**config.mk**
```make
export PLATFORM = sky130hd
export DESIGN_NAME = tcv_top
export DESIGN_NICKNAME = d
export VERILOG_FILES = /design/src/rtl/tcv_pkg.sv /design/src/rtl/tcv_top.sv
export SDC_FILE = /design/constraint.sdc
export NUM_CORES = 1
export LEC_CHECK = 0
export ABC_CLOCK_PERIOD_IN_PS = 2800
export BUFFER_PORTS_ARGS = -buffer_cell sky130_fd_sc_hd__buf_4
export CORE_ASPECT_RATIO = 1.5
export CORE_MARGIN = 4
export CORE_UTILIZATION = 50
export CTS_CLUSTER_SIZE = 28
export DETAILED_ROUTE_END_ITERATION = 8
export GPL_TIMING_DRIVEN = 0
export HOLD_SLACK_MARGIN = 0.02
export PLACE_DENSITY = 0.72
export REMOVE_ABC_BUFFERS = 1
export SYNTH_ARGS = -nofsm -noshare
export SYNTH_HDL_FRONTEND = slang
export SYNTH_SLANG_ARGS = --single-unit
```
**constraint.sdc**
```tcl
create_clock -name aclk -period 2.8 [get_ports aclk]
set_input_delay 0.28 -clock aclk [delete_from_list [all_inputs] [get_ports aclk]]
set_output_delay 0.28 -clock aclk [all_outputs]
set_load 0.01 [all_outputs]
```
**src/rtl/tcv_pkg.sv**
```systemverilog
// Package: register map, field positions and widths of the compare values
package tcv_pkg;
   // ==========================================================
   // Register byte offsets
   localparam logic [7:0] TCV_OFF_MCH2   = 8'h5c;
   localparam logic [7:0] TCV_OFF_MCH3   = 8'h60;
   localparam logic [7:0] TCV_OFF_CH0X   = 8'h64;
   localparam logic [7:0] TCV_OFF_CH1X   = 8'h68;
   localparam logic [7:0] TCV_OFF_CH2X   = 8'h6c;
   localparam logic [7:0] TCV_OFF_CTL    = 8'h74;
   localparam logic [7:0] TCV_OFF_CFG    = 8'h78;
   // ==========================================================
   // Value registers: index 0,1 multi mode 2,3; index 2..4 extra ch0..2
   localparam int         TCV_NUM_VAL    = 5;
   localparam int         TCV_NUM_MULTI  = 2;
   localparam int         TCV_NUM_EXTRA  = 3;
   localparam int         TCV_VAL_W      = 16;
   localparam logic [15:0] TCV_VAL_RST   = 16'h0000;
   localparam logic [31:0] TCV_REG_RST   = 32'h0000_0000;
   // ==========================================================
   // Control: composite PWM enables, ch3..ch0 at bits 31..28
   localparam int         TCV_CPWM_LSB   = 28;
   localparam int         TCV_CPWM_W     = 4;
   // Config: input-mode bits of multi ch2/3, shadow enables per value reg
   localparam int         TCV_INMODE_LSB = 0;
   localparam int         TCV_SHADOW_LSB = 8;
   // ==========================================================
   // Decoded register select
   typedef enum logic [2:0] {
      TCV_SEL_MCH2, TCV_SEL_MCH3, TCV_SEL_CH0X, TCV_SEL_CH1X,
      TCV_SEL_CH2X, TCV_SEL_CTL, TCV_SEL_CFG, TCV_SEL_NONE
   } tcv_sel_e;
   // AXI responses and full-word strobe
   localparam logic [1:0] TCV_RESP_OKAY   = 2'h0;
   localparam logic [1:0] TCV_RESP_SLVERR = 2'h2;
   localparam logic [3:0] TCV_STRB_WORD   = 4'hf;
endpackage

```
**src/rtl/tcv_top.sv**
```systemverilog
// Timer channel capture/compare value registers with AXI4-Lite slave
`timescale 1ns/1ps
// Overview of operation
// [RULE1] Input-mode multi ch2/3 value holds counter at last capture, read only.
// [RULE2] Output-mode multi channel value is compare threshold against counter.
// [RULE3] With shadow on, active compare reloads from written value on update.
// [RULE4] Software uses full 32-bit word accesses only on these registers.
// [RULE5] Output channels 0..2 extra field gives second 16-bit counter compare.
// [RULE6] Extra compare acts only while that channel's composite PWM bit is 1.
// [RULE7] Software keeps bits 31:16 at reset value when writing.
// [RULE8] All value and extra compare registers reset to zero.
// [RULE9] Composite PWM enables sit at control bits 31..28 for ch3..ch0.
// [RULE10] Writes to an input-mode multi channel value are ignored.

// ==========================================================
// Register map
//   0x5c  multi ch2 value, low 16 bits stored, upper half reads 0
//   0x60  multi ch3 value, low 16 bits stored, upper half reads 0
//   0x64  ch0 extra compare value
//   0x68  ch1 extra compare value
//   0x6c  ch2 extra compare value
//   0x74  control: composite PWM enables ch3..ch0 at bits 31..28
//   0x78  config: bit0/bit1 input mode of multi ch2/ch3,
//         bits 8..12 shadow enables of the five value registers
//   Any other low byte is a hole: reads 0, both directions SLVERR.
//   Only the low address byte is decoded, so the map repeats above.
//
// ==========================================================
// Bus timing
//   After reset release the three ready flags rise on the first edge,
//   so the earliest request is taken on the second edge.
//   Write: AW and W are held in separate one-entry slots and may arrive
//   in either order. The write commits on the edge after the later of
//   the two is taken, provided no response is still waiting. At that
//   edge the register changes, bvalid rises and both readies return.
//   bvalid and bresp then stand until an edge with bready high.
//   Read: the address is decoded straight from the bus, so it must be
//   held until arready is seen high. rvalid rises one edge later and
//   stands with rdata and rresp until an edge with rready high; arready
//   comes back on that same edge.
//   Partial strobes are refused with SLVERR and change nothing, which
//   keeps a half-written compare value from ever reaching the counter
//   comparison.
//
// ==========================================================
// Timer side timing
//   A capture pulse in input mode loads the stored value on its edge.
//   Without shadowing the active copy follows the stored value one
//   edge later; with shadowing it follows only on an edge that sees
//   the update pulse, so software can rewrite the preload freely in
//   mid-period without a glitch on the output compare.
//   Match outputs are registered: a match shows one edge after the
//   counter and the active copy were equal. The timer core must allow
//   for that one-cycle lag when it turns matches into waveforms.
//   Extra matches are forced low while the channel's composite PWM
//   enable is clear; the active extra copy still tracks its preload so
//   that turning the mode on needs no reload.
//
// ==========================================================
// Limitations
//   Software reads always return the stored value, never the active
//   copy, so a shadowed value read back may not be the one in use.
//   In input mode every software write to that value is dropped, even
//   in the same cycle as no capture; this avoids any write/capture
//   race at the cost of not being able to preset a captured value.
//   The channel 3 composite PWM bit is stored and read back only; its
//   extra compare register lives outside this block.
//   Capture pulses are taken as synchronous, single-cycle events; edge
//   detection and prescaling happen in the channel input stage.
module tcv_top #(
   parameter int ADDR_W = 8
) (
   input  wire logic                          aclk,
   input  wire logic                          aresetn,
   input  wire logic [ADDR_W-1:0]             s_axi_awaddr,
   input  wire logic                          s_axi_awvalid,
   output logic                               s_axi_awready,
   input  wire logic [31:0]                   s_axi_wdata,
   input  wire logic [3:0]                    s_axi_wstrb,
   input  wire logic                          s_axi_wvalid,
   output logic                               s_axi_wready,
   output logic [1:0]                         s_axi_bresp,
   output logic                               s_axi_bvalid,
   input  wire logic                          s_axi_bready,
   input  wire logic [ADDR_W-1:0]             s_axi_araddr,
   input  wire logic                          s_axi_arvalid,
   output logic                               s_axi_arready,
   output logic [31:0]                        s_axi_rdata,
   output logic [1:0]                         s_axi_rresp,
   output logic                               s_axi_rvalid,
   input  wire logic                          s_axi_rready,
   input  wire logic [tcv_pkg::TCV_VAL_W-1:0] counter,
   input  wire logic                          update_event,
   input  wire logic                          capture_mch2,
   input  wire logic                          capture_mch3,
   output logic [tcv_pkg::TCV_VAL_W-1:0]      active_compare [5],
   output logic [1:0]                         multi_match,
   output logic [2:0]                         extra_enable,
   output logic [2:0]                         extra_match
);
   import tcv_pkg::*;

   initial begin
      if (ADDR_W < 8 || ADDR_W > 32)
         $error("ADDR_W must be 8 to 32");
   end

   // ==========================================================
   // Storage
   logic [TCV_VAL_W-1:0]         value_q [TCV_NUM_VAL];
   logic [TCV_CPWM_W-1:0]        cpwm_en;
   logic [TCV_NUM_MULTI-1:0]     input_mode;
   logic [TCV_NUM_VAL-1:0]       shadow_en;
   logic                         aw_full;
   logic                         w_full;
   logic [ADDR_W-1:0]            aw_addr;
   logic [31:0]                  w_data;
   logic [3:0]                   w_strb;
   logic                         do_write;
   tcv_sel_e                     wr_sel;
   tcv_sel_e                     rd_sel;
   logic                         wr_word;
   logic [TCV_NUM_MULTI-1:0]     capture;

   assign capture = {capture_mch3, capture_mch2};

   // Address decode, low byte only; aliases repeat above it
   function automatic tcv_sel_e decode(input logic [7:0] a);
      tcv_sel_e s;
      case (a)
         TCV_OFF_MCH2: s = TCV_SEL_MCH2;
         TCV_OFF_MCH3: s = TCV_SEL_MCH3;
         TCV_OFF_CH0X: s = TCV_SEL_CH0X;
         TCV_OFF_CH1X: s = TCV_SEL_CH1X;
         TCV_OFF_CH2X: s = TCV_SEL_CH2X;
         TCV_OFF_CTL:  s = TCV_SEL_CTL;
         TCV_OFF_CFG:  s = TCV_SEL_CFG;
         default:      s = TCV_SEL_NONE;
      endcase
      return s;
   endfunction

   assign wr_sel   = decode(aw_addr[7:0]);
   assign rd_sel   = decode(s_axi_araddr[7:0]);
   assign wr_word  = (w_strb == TCV_STRB_WORD); // [RULE4]
   // Write commits once address and data are both held and B is free
   assign do_write = aw_full && w_full && !s_axi_bvalid;

   // ==========================================================
   // Write address channel: one address held at a time
   always_ff @(posedge aclk) begin
      if (!aresetn) begin
         aw_full       <= 1'b0;
         s_axi_awready <= 1'b0;
         aw_addr       <= '0;
      end else if (s_axi_awvalid && s_axi_awready) begin
         aw_full       <= 1'b1;
         s_axi_awready <= 1'b0;
         aw_addr       <= s_axi_awaddr;
      end else if (do_write) begin
         aw_full       <= 1'b0;
         s_axi_awready <= 1'b1;
      end else begin
         s_axi_awready <= !aw_full;
      end
   end

   // Write data channel, independent of the address channel
   always_ff @(posedge aclk) begin
      if (!aresetn) begin
         w_full       <= 1'b0;
         s_axi_wready <= 1'b0;
         w_data       <= TCV_REG_RST;
         w_strb       <= '0;
      end else if (s_axi_wvalid && s_axi_wready) begin
         w_full       <= 1'b1;
         s_axi_wready <= 1'b0;
         w_data       <= s_axi_wdata;
         w_strb       <= s_axi_wstrb;
      end else if (do_write) begin
         w_full       <= 1'b0;
         s_axi_wready <= 1'b1;
      end else begin
         s_axi_wready <= !w_full;
      end
   end

   // Write response; partial strobes and holes answer SLVERR
   always_ff @(posedge aclk) begin
      if (!aresetn) begin
         s_axi_bvalid <= 1'b0;
         s_axi_bresp  <= TCV_RESP_OKAY;
      end else if (do_write) begin
         s_axi_bvalid <= 1'b1;
         s_axi_bresp  <= (wr_word && wr_sel != TCV_SEL_NONE) ?
                         TCV_RESP_OKAY : TCV_RESP_SLVERR; // [RULE4]
      end else if (s_axi_bready) begin
         s_axi_bvalid <= 1'b0;
      end
   end

   // ==========================================================
   // Control and config; unused bits written are simply dropped
   always_ff @(posedge aclk) begin
      if (!aresetn) begin
         cpwm_en    <= '0;
         input_mode <= '0;
         shadow_en  <= '0;
      end else if (do_write && wr_word) begin
         if (wr_sel == TCV_SEL_CTL)
            cpwm_en <= w_data[TCV_CPWM_LSB +: TCV_CPWM_W]; // [RULE9]
         if (wr_sel == TCV_SEL_CFG) begin
            input_mode <= w_data[TCV_INMODE_LSB +: TCV_NUM_MULTI];
            shadow_en  <= w_data[TCV_SHADOW_LSB +: TCV_NUM_VAL];
         end
      end
   end

   // ==========================================================
   // Value storage: capture in input mode, software write otherwise.
   // Only the low half is kept, so bits 31:16 cannot leak back. [RULE7]
   always_ff @(posedge aclk) begin
      if (!aresetn) begin
         for (int i = 0; i < TCV_NUM_VAL; i++) begin
            value_q[i] <= TCV_VAL_RST; // [RULE8]
         end
      end else begin
         for (int i = 0; i < TCV_NUM_VAL; i++) begin
            if (i < TCV_NUM_MULTI && input_mode[i]) begin
               // Software writes cannot disturb a capture [RULE10]
               if (capture[i])
                  value_q[i] <= counter; // [RULE1]
            end else if (do_write && wr_word && int'(wr_sel) == i) begin
               value_q[i] <= w_data[TCV_VAL_W-1:0];
            end
         end
      end
   end

   // Active compare: direct copy, or reload only on update when shadowed
   always_ff @(posedge aclk) begin
      if (!aresetn) begin
         for (int i = 0; i < TCV_NUM_VAL; i++) begin
            active_compare[i] <= TCV_VAL_RST; // [RULE8]
         end
      end else begin
         for (int i = 0; i < TCV_NUM_VAL; i++) begin
            if (!shadow_en[i] || update_event)
               active_compare[i] <= value_q[i]; // [RULE3]
         end
      end
   end

   // ==========================================================
   // Compare outputs, registered so a match lags the counter one cycle
   always_ff @(posedge aclk) begin
      if (!aresetn) begin
         multi_match  <= '0;
         extra_enable <= '0;
         extra_match  <= '0;
      end else begin
         for (int i = 0; i < TCV_NUM_MULTI; i++) begin
            multi_match[i] <= !input_mode[i] &&
                              counter == active_compare[i]; // [RULE2]
         end
         for (int i = 0; i < TCV_NUM_EXTRA; i++) begin
            extra_enable[i] <= cpwm_en[i]; // [RULE6]
            // Extra compare ignored unless composite PWM is on
            extra_match[i]  <= cpwm_en[i] &&
               counter == active_compare[TCV_NUM_MULTI+i]; // [RULE5] [RULE6]
         end
      end
   end

   // ==========================================================
   // Read channel: answer one cycle after the address is taken
   always_ff @(posedge aclk) begin
      if (!aresetn) begin
         s_axi_arready <= 1'b0;
         s_axi_rvalid  <= 1'b0;
         s_axi_rdata   <= TCV_REG_RST;
         s_axi_rresp   <= TCV_RESP_OKAY;
      end else if (s_axi_arvalid && s_axi_arready) begin
         s_axi_arready <= 1'b0;
         s_axi_rvalid  <= 1'b1;
         s_axi_rresp   <= TCV_RESP_OKAY;
         s_axi_rdata   <= TCV_REG_RST;
         case (rd_sel)
            TCV_SEL_MCH2, TCV_SEL_MCH3, TCV_SEL_CH0X,
            TCV_SEL_CH1X, TCV_SEL_CH2X: begin
               s_axi_rdata[TCV_VAL_W-1:0] <= value_q[int'(rd_sel)];
            end
            TCV_SEL_CTL: begin
               s_axi_rdata[TCV_CPWM_LSB +: TCV_CPWM_W] <= cpwm_en;
            end
            TCV_SEL_CFG: begin
               s_axi_rdata[TCV_INMODE_LSB +: TCV_NUM_MULTI] <= input_mode;
               s_axi_rdata[TCV_SHADOW_LSB +: TCV_NUM_VAL]   <= shadow_en;
            end
            default: begin
               s_axi_rresp <= TCV_RESP_SLVERR;
            end
         endcase
      end else if (s_axi_rvalid && s_axi_rready) begin
         s_axi_rvalid  <= 1'b0;
         s_axi_arready <= 1'b1;
      end else begin
         s_axi_arready <= !s_axi_rvalid;
      end
   end
endmodule

```
# Word-level counts from Yosys, hierarchy flattened
# Memories as Yosys holds them, arrays and structs flattened. A register that Yosys moved wholly into a read port is not among the register bits.
# Cells that the tools add are included.
totals:
  output_inout_bits: 129
  mem_count: 1
  regBits: 94
  input_bits: 78
  mem_bits_rw: 80
memory_table:
  columns: ["name", "words", "word_bits", "read_ports", "rd_clocked_by_memory_dff", "write_ports", "line", "source"]
  rows:
  - ["value_q", 5, 16, 6, 5, 5, "tcv_top.sv:110", "logic [TCV_VAL_W-1:0] value_q [TCV_NUM_VAL];"]
op_classes:
  n_bitwise: 8
  n_mux: 52
  reduce_logical: 52
  n_eq_ne: 33
ops:
  columns: ["operator", "n"]
  rows:
  - ["8-bit by 7-bit == test with 1-bit output, second input constant", 14]
  - ["16-bit 2-to-1 mux", 7]
  - ["16-bit == test", 5]
  - ["3-bit one-hot mux with 7 select lines", 2]
  - ["1-bit 2-to-1 mux", 36]
  - ["3-bit == test, second input constant", 8]
  - ["1-bit logical AND", 18]
  - ["1-bit zero test", 16]
  - ["5-bit one-hot mux with 2 select lines", 1]
  - ["3-bit by 2-bit == test with 1-bit output, second input constant", 3]
  - ["2-bit nonzero test", 4]
  - ["1-bit bitwise OR", 7]
  - ["7-bit OR reduction", 1]
  - ["3-bit zero test", 2]
  - ["6-bit 2-to-1 mux", 1]
  - ["2-bit OR reduction", 3]
  - ["1-bit logical OR", 5]
  - ["5-bit OR reduction", 1]
  - ["4-bit == test, second input constant", 1]
  - ["2-bit 2-to-1 mux", 2]
  - ["4-bit 2-to-1 mux", 1]
  - ["2-bit one-hot mux with 2 select lines", 1]
  - ["2-bit AND reduction", 2]
  - ["3-bit by 1-bit == test with 1-bit output, second input constant", 1]
  - ["other kinds (3)", 3]

# Logic depth before layout (Yosys ltp)
logic_depth:
  ltp_word: 9
  depth_mapped: 8
  mapped_depth_nobuf: 5

# Worst setup path after synthesis
# OpenSTA, ideal clock, no wires.
synth_timing:
  kind: "register to register"
  startpoint: "register aw_addr[5]"
  endpoint: "memory value_q[2][0], enable pin"
  path_slack_ns: 0.175
  setup_ns: 0.411
  arrival_ns: 2.213
  stages_incl_launch_ff: 5
  path_buffers: 1
  required_time_ns: 2.389
  synth_period_minus_slack_ns: 2.625
  path_cell_list: "dfxtp_1 -> clkbuf_1 -> nor2b_1 -> nand4_1 -> o21ai_0"
synth_lines:
  columns: ["element", "line", "source"]
  rows:
  - ["start: declaration", "tcv_top.sv:116", "logic [ADDR_W-1:0] aw_addr;"]
  - ["start signal: assignment", "tcv_top.sv:159", "aw_addr <= s_axi_awaddr;"]
  - ["end: declaration", "tcv_top.sv:110", null]

==> results.sh <==
export IMPL_run_status="finished clean"
export IMPL_async_reset_ff_frac=0
export IMPL_vias=8899
export IMPL_worstSkewPairLatency_ps=520
export IMPL_fp_dieW_um=129
export IMPL_detail_route_antenna_nets=0
export IMPL_end_kind="register"
export IMPL_synth_area_um2=10900
export IMPL_rows=65
export IMPL_placed_area_um2=12300
export IMPL_grt_pass1_wl_mm=50.5
export IMPL_hold_path_class="primary input to register"
export IMPL_crit_fanout=16
export IMPL_clk_pin_slew_ps=60
export IMPL_drt_wl_total_mm=34.0
export IMPL_fin_area_um2=13100
export IMPL_synth_flop_cell="dfxtp_1"
export IMPL_crit_arrival_ps=2940
export IMPL_slew_violations=0
export IMPL_p_leak_uw=0.00507
export IMPL_num_nets_final=1332
export IMPL_drc=0
export IMPL_final_common_cell="nand2_1"
export IMPL_area_growth_pct=20.5
export IMPL_ir_drop_mv=0.455
export IMPL_synth_area_leaders="dfxtp_1, edfxtp_1, nand2_1"
export IMPL_ff_latch_area_um2=5610
export IMPL_synth_edf_count=80
export IMPL_dp_hpwl_mm=25.0
export IMPL_timing_hold_violations_final=0
export IMPL_ioPinCount=207
export IMPL_grt_use_total=0.271
export IMPL_core_area_um2=21200
export IMPL_synth_top_cell_by_area="dfxtp_1"
export IMPL_synth_top_area_share=0.294
export IMPL_drtIter0Drc=737
export IMPL_finClkSkew_ps=12.0
export IMPL_grt_pass1_vias=8759
export IMPL_numCtsBuffers=23
export IMPL_fill_cells=1844
export IMPL_die_h_um=189
export IMPL_final_setup_viol_count=0
export IMPL_io_buffers=180
export IMPL_cp_start_kind="register"
export IMPL_final_cell_mix="nand2_1, buf_4, dfxtp_1"
export IMPL_cts_sinks=240
export IMPL_worstMarginPinSlew_ps=1410
export IMPL_vias_per_cell=5.78
export IMPL_min_period_over_period=0.930
export IMPL_cts_tree="yes"
export IMPL_synthDistinctLibCells=62
export IMPL_relSlewSlack=0.0600
export IMPL_critical_path_class="register to register"
export IMPL_ctsHtreeMaxLevel=1
export IMPL_finalSetupTns_ps=0
export IMPL_cts_root_to_sink_buffers=3
export IMPL_maxCapViolCount=0
export IMPL_rsz0062_at_grt="no"
export IMPL_syn_area_per_cell_um2=9.74
export IMPL_grt_start_max_net_pins=156
export IMPL_dr_pass1_iters=7
export IMPL_yosys_warnings=0
export IMPL_dieArea_um2=24300
export IMPL_synth_seq_cells=240
export IMPL_worst_hold_slack_ps=26.5
export IMPL_multiInputGateArea_um2=4910
export IMPL_diodes=0
export IMPL_routedWlPerCell_um=22.1
export IMPL_fmax_ghz=0.384
export IMPL_root_buffer="clkbuf_16"
export IMPL_start_util=0.513
export IMPL_overflow=0
export IMPL_drive_gt1_frac=0.198
export IMPL_required_ps=3140
export IMPL_power_density_nw_per_um2=578
export IMPL_synthCells=1119
export IMPL_seq_area_frac_synth=0.515
export IMPL_antenna_found_initial=0
export IMPL_gp_congestion=0.927
export IMPL_period_needed_ps=2600
## layer usage
layer	global-route usage	part of all wire	vias to the layer above
li1	-	-	4113
met1	0.302	0.36	4307
met2	0.492	0.52	356
met3	0.0340	0.053	123
met4	0.148	0.064	0
met5	0	0	-
## area by class of cell
type | count | area share
Clock buffer | 31 | 0.0500
Clock inverter | 11 | 0.00686
Inverter | 5 | 0.00143
Multi-Input combinational cell | 791 | 0.374
Sequential cell | 240 | 0.427
Tap cell | 268 | 0.0255
Timing Repair Buffer | 193 | 0.115
## worst paths after layout
path,to,depth (start not counted),slack [ps],from
min,w_data[29],3,30,s_axi_wdata[29]
max reg2reg,value_q[3][7],5,200,aw_addr[7]
max,value_q[3][7],5,200,aw_addr[7]
min reg2reg,w_strb[0],2,460,w_strb[0]
## report_power, final
part	leakage (µW)	total (µW)	switching (µW)	internal (µW)
Combinational	0.00257	648	356	292
Clock	0.000370	3110	1360	1750
Sequential	0.00214	3830	122	3700
## worst max-delay path, cell delays in order (launching register included)
cell and delay, ps:
dfxtp_1 330, nor4b_4 500, nand4_1 340, a21oi_1 360
o31a_1 570, and2_1 320
## repair_timing
| item | in CTS | in global routing |
|---|---|---|
| gates resized for setup | 1 | 1 |
| buffers inserted | 3 | 1 |
| hold buffers | 3 | 1 |
| setup endpoints to repair | 26 | 17 |
| hold endpoints to repair | 3 | 1 |
| pin swaps | 2 | 0 |
## sequential cells by signal, indices dropped and copies added, names as in the netlist
register	cells
s_axi_awready	1
input_mode	2
shadow_en	5
s_axi_arready	1
cpwm_en	4
s_axi_bvalid	1
s_axi_wready	1
aw_addr	8
w_data	20
active_compare	80
w_strb	4
s_axi_bresp	1
value_q	80
extra_match	3
s_axi_rvalid	1
w_full	1
s_axi_rdata	20
extra_enable	3
multi_match	2
s_axi_rresp	1
aw_full	1
## cell usage after synthesis (all sizes together), types with 10 or more instances
library cell  instances
a21boi              120
a21oi                21
a22o                 12
a22oi                16
and2                 25
buf                  32
clkbuf               64
dfxtp               160
edfxtp               80
mux2i                29
nand2               260
nand2b               14
nand3                14
nand4                20
nor2                 29
nor2b                27
o21ai                18
o221ai               10
xnor2                62
xor2                 22
## cell families (layout without fill, tap and decap cells)
| family | after synthesis | after routing | synth area share |
|---|---|---|---|
| buffers and inverters | 101 | 240 | 0.0427 |
| AO/OA/AOI/OAI | 231 | 231 | 0.157 |
| AND/OR/NAND/NOR | 432 | 432 | 0.190 |
| other | 1 | 14 | 0.000344 |
| multiplexers | 30 | 30 | 0.0277 |
| XOR/XNOR | 84 | 84 | 0.0675 |
| flip-flops | 240 | 240 | 0.515 |
## through the flow
step / power, µW / utilization / instances / setup WS, ps
after floorplan: 4160 / - / 1036 / -773
after global placement: 4520 / 0.574 / 1484 / -1860
after detailed placement: 4540 / 0.578 / 1489 / -1180
after CTS: 7600 / 0.617 / 1537 / 5.24
after global routing: 7820 / 0.619 / 1539 / 19.5
final: 7590 / 0.619 / 1539 / 197
(Power assumes the default switching activity.)
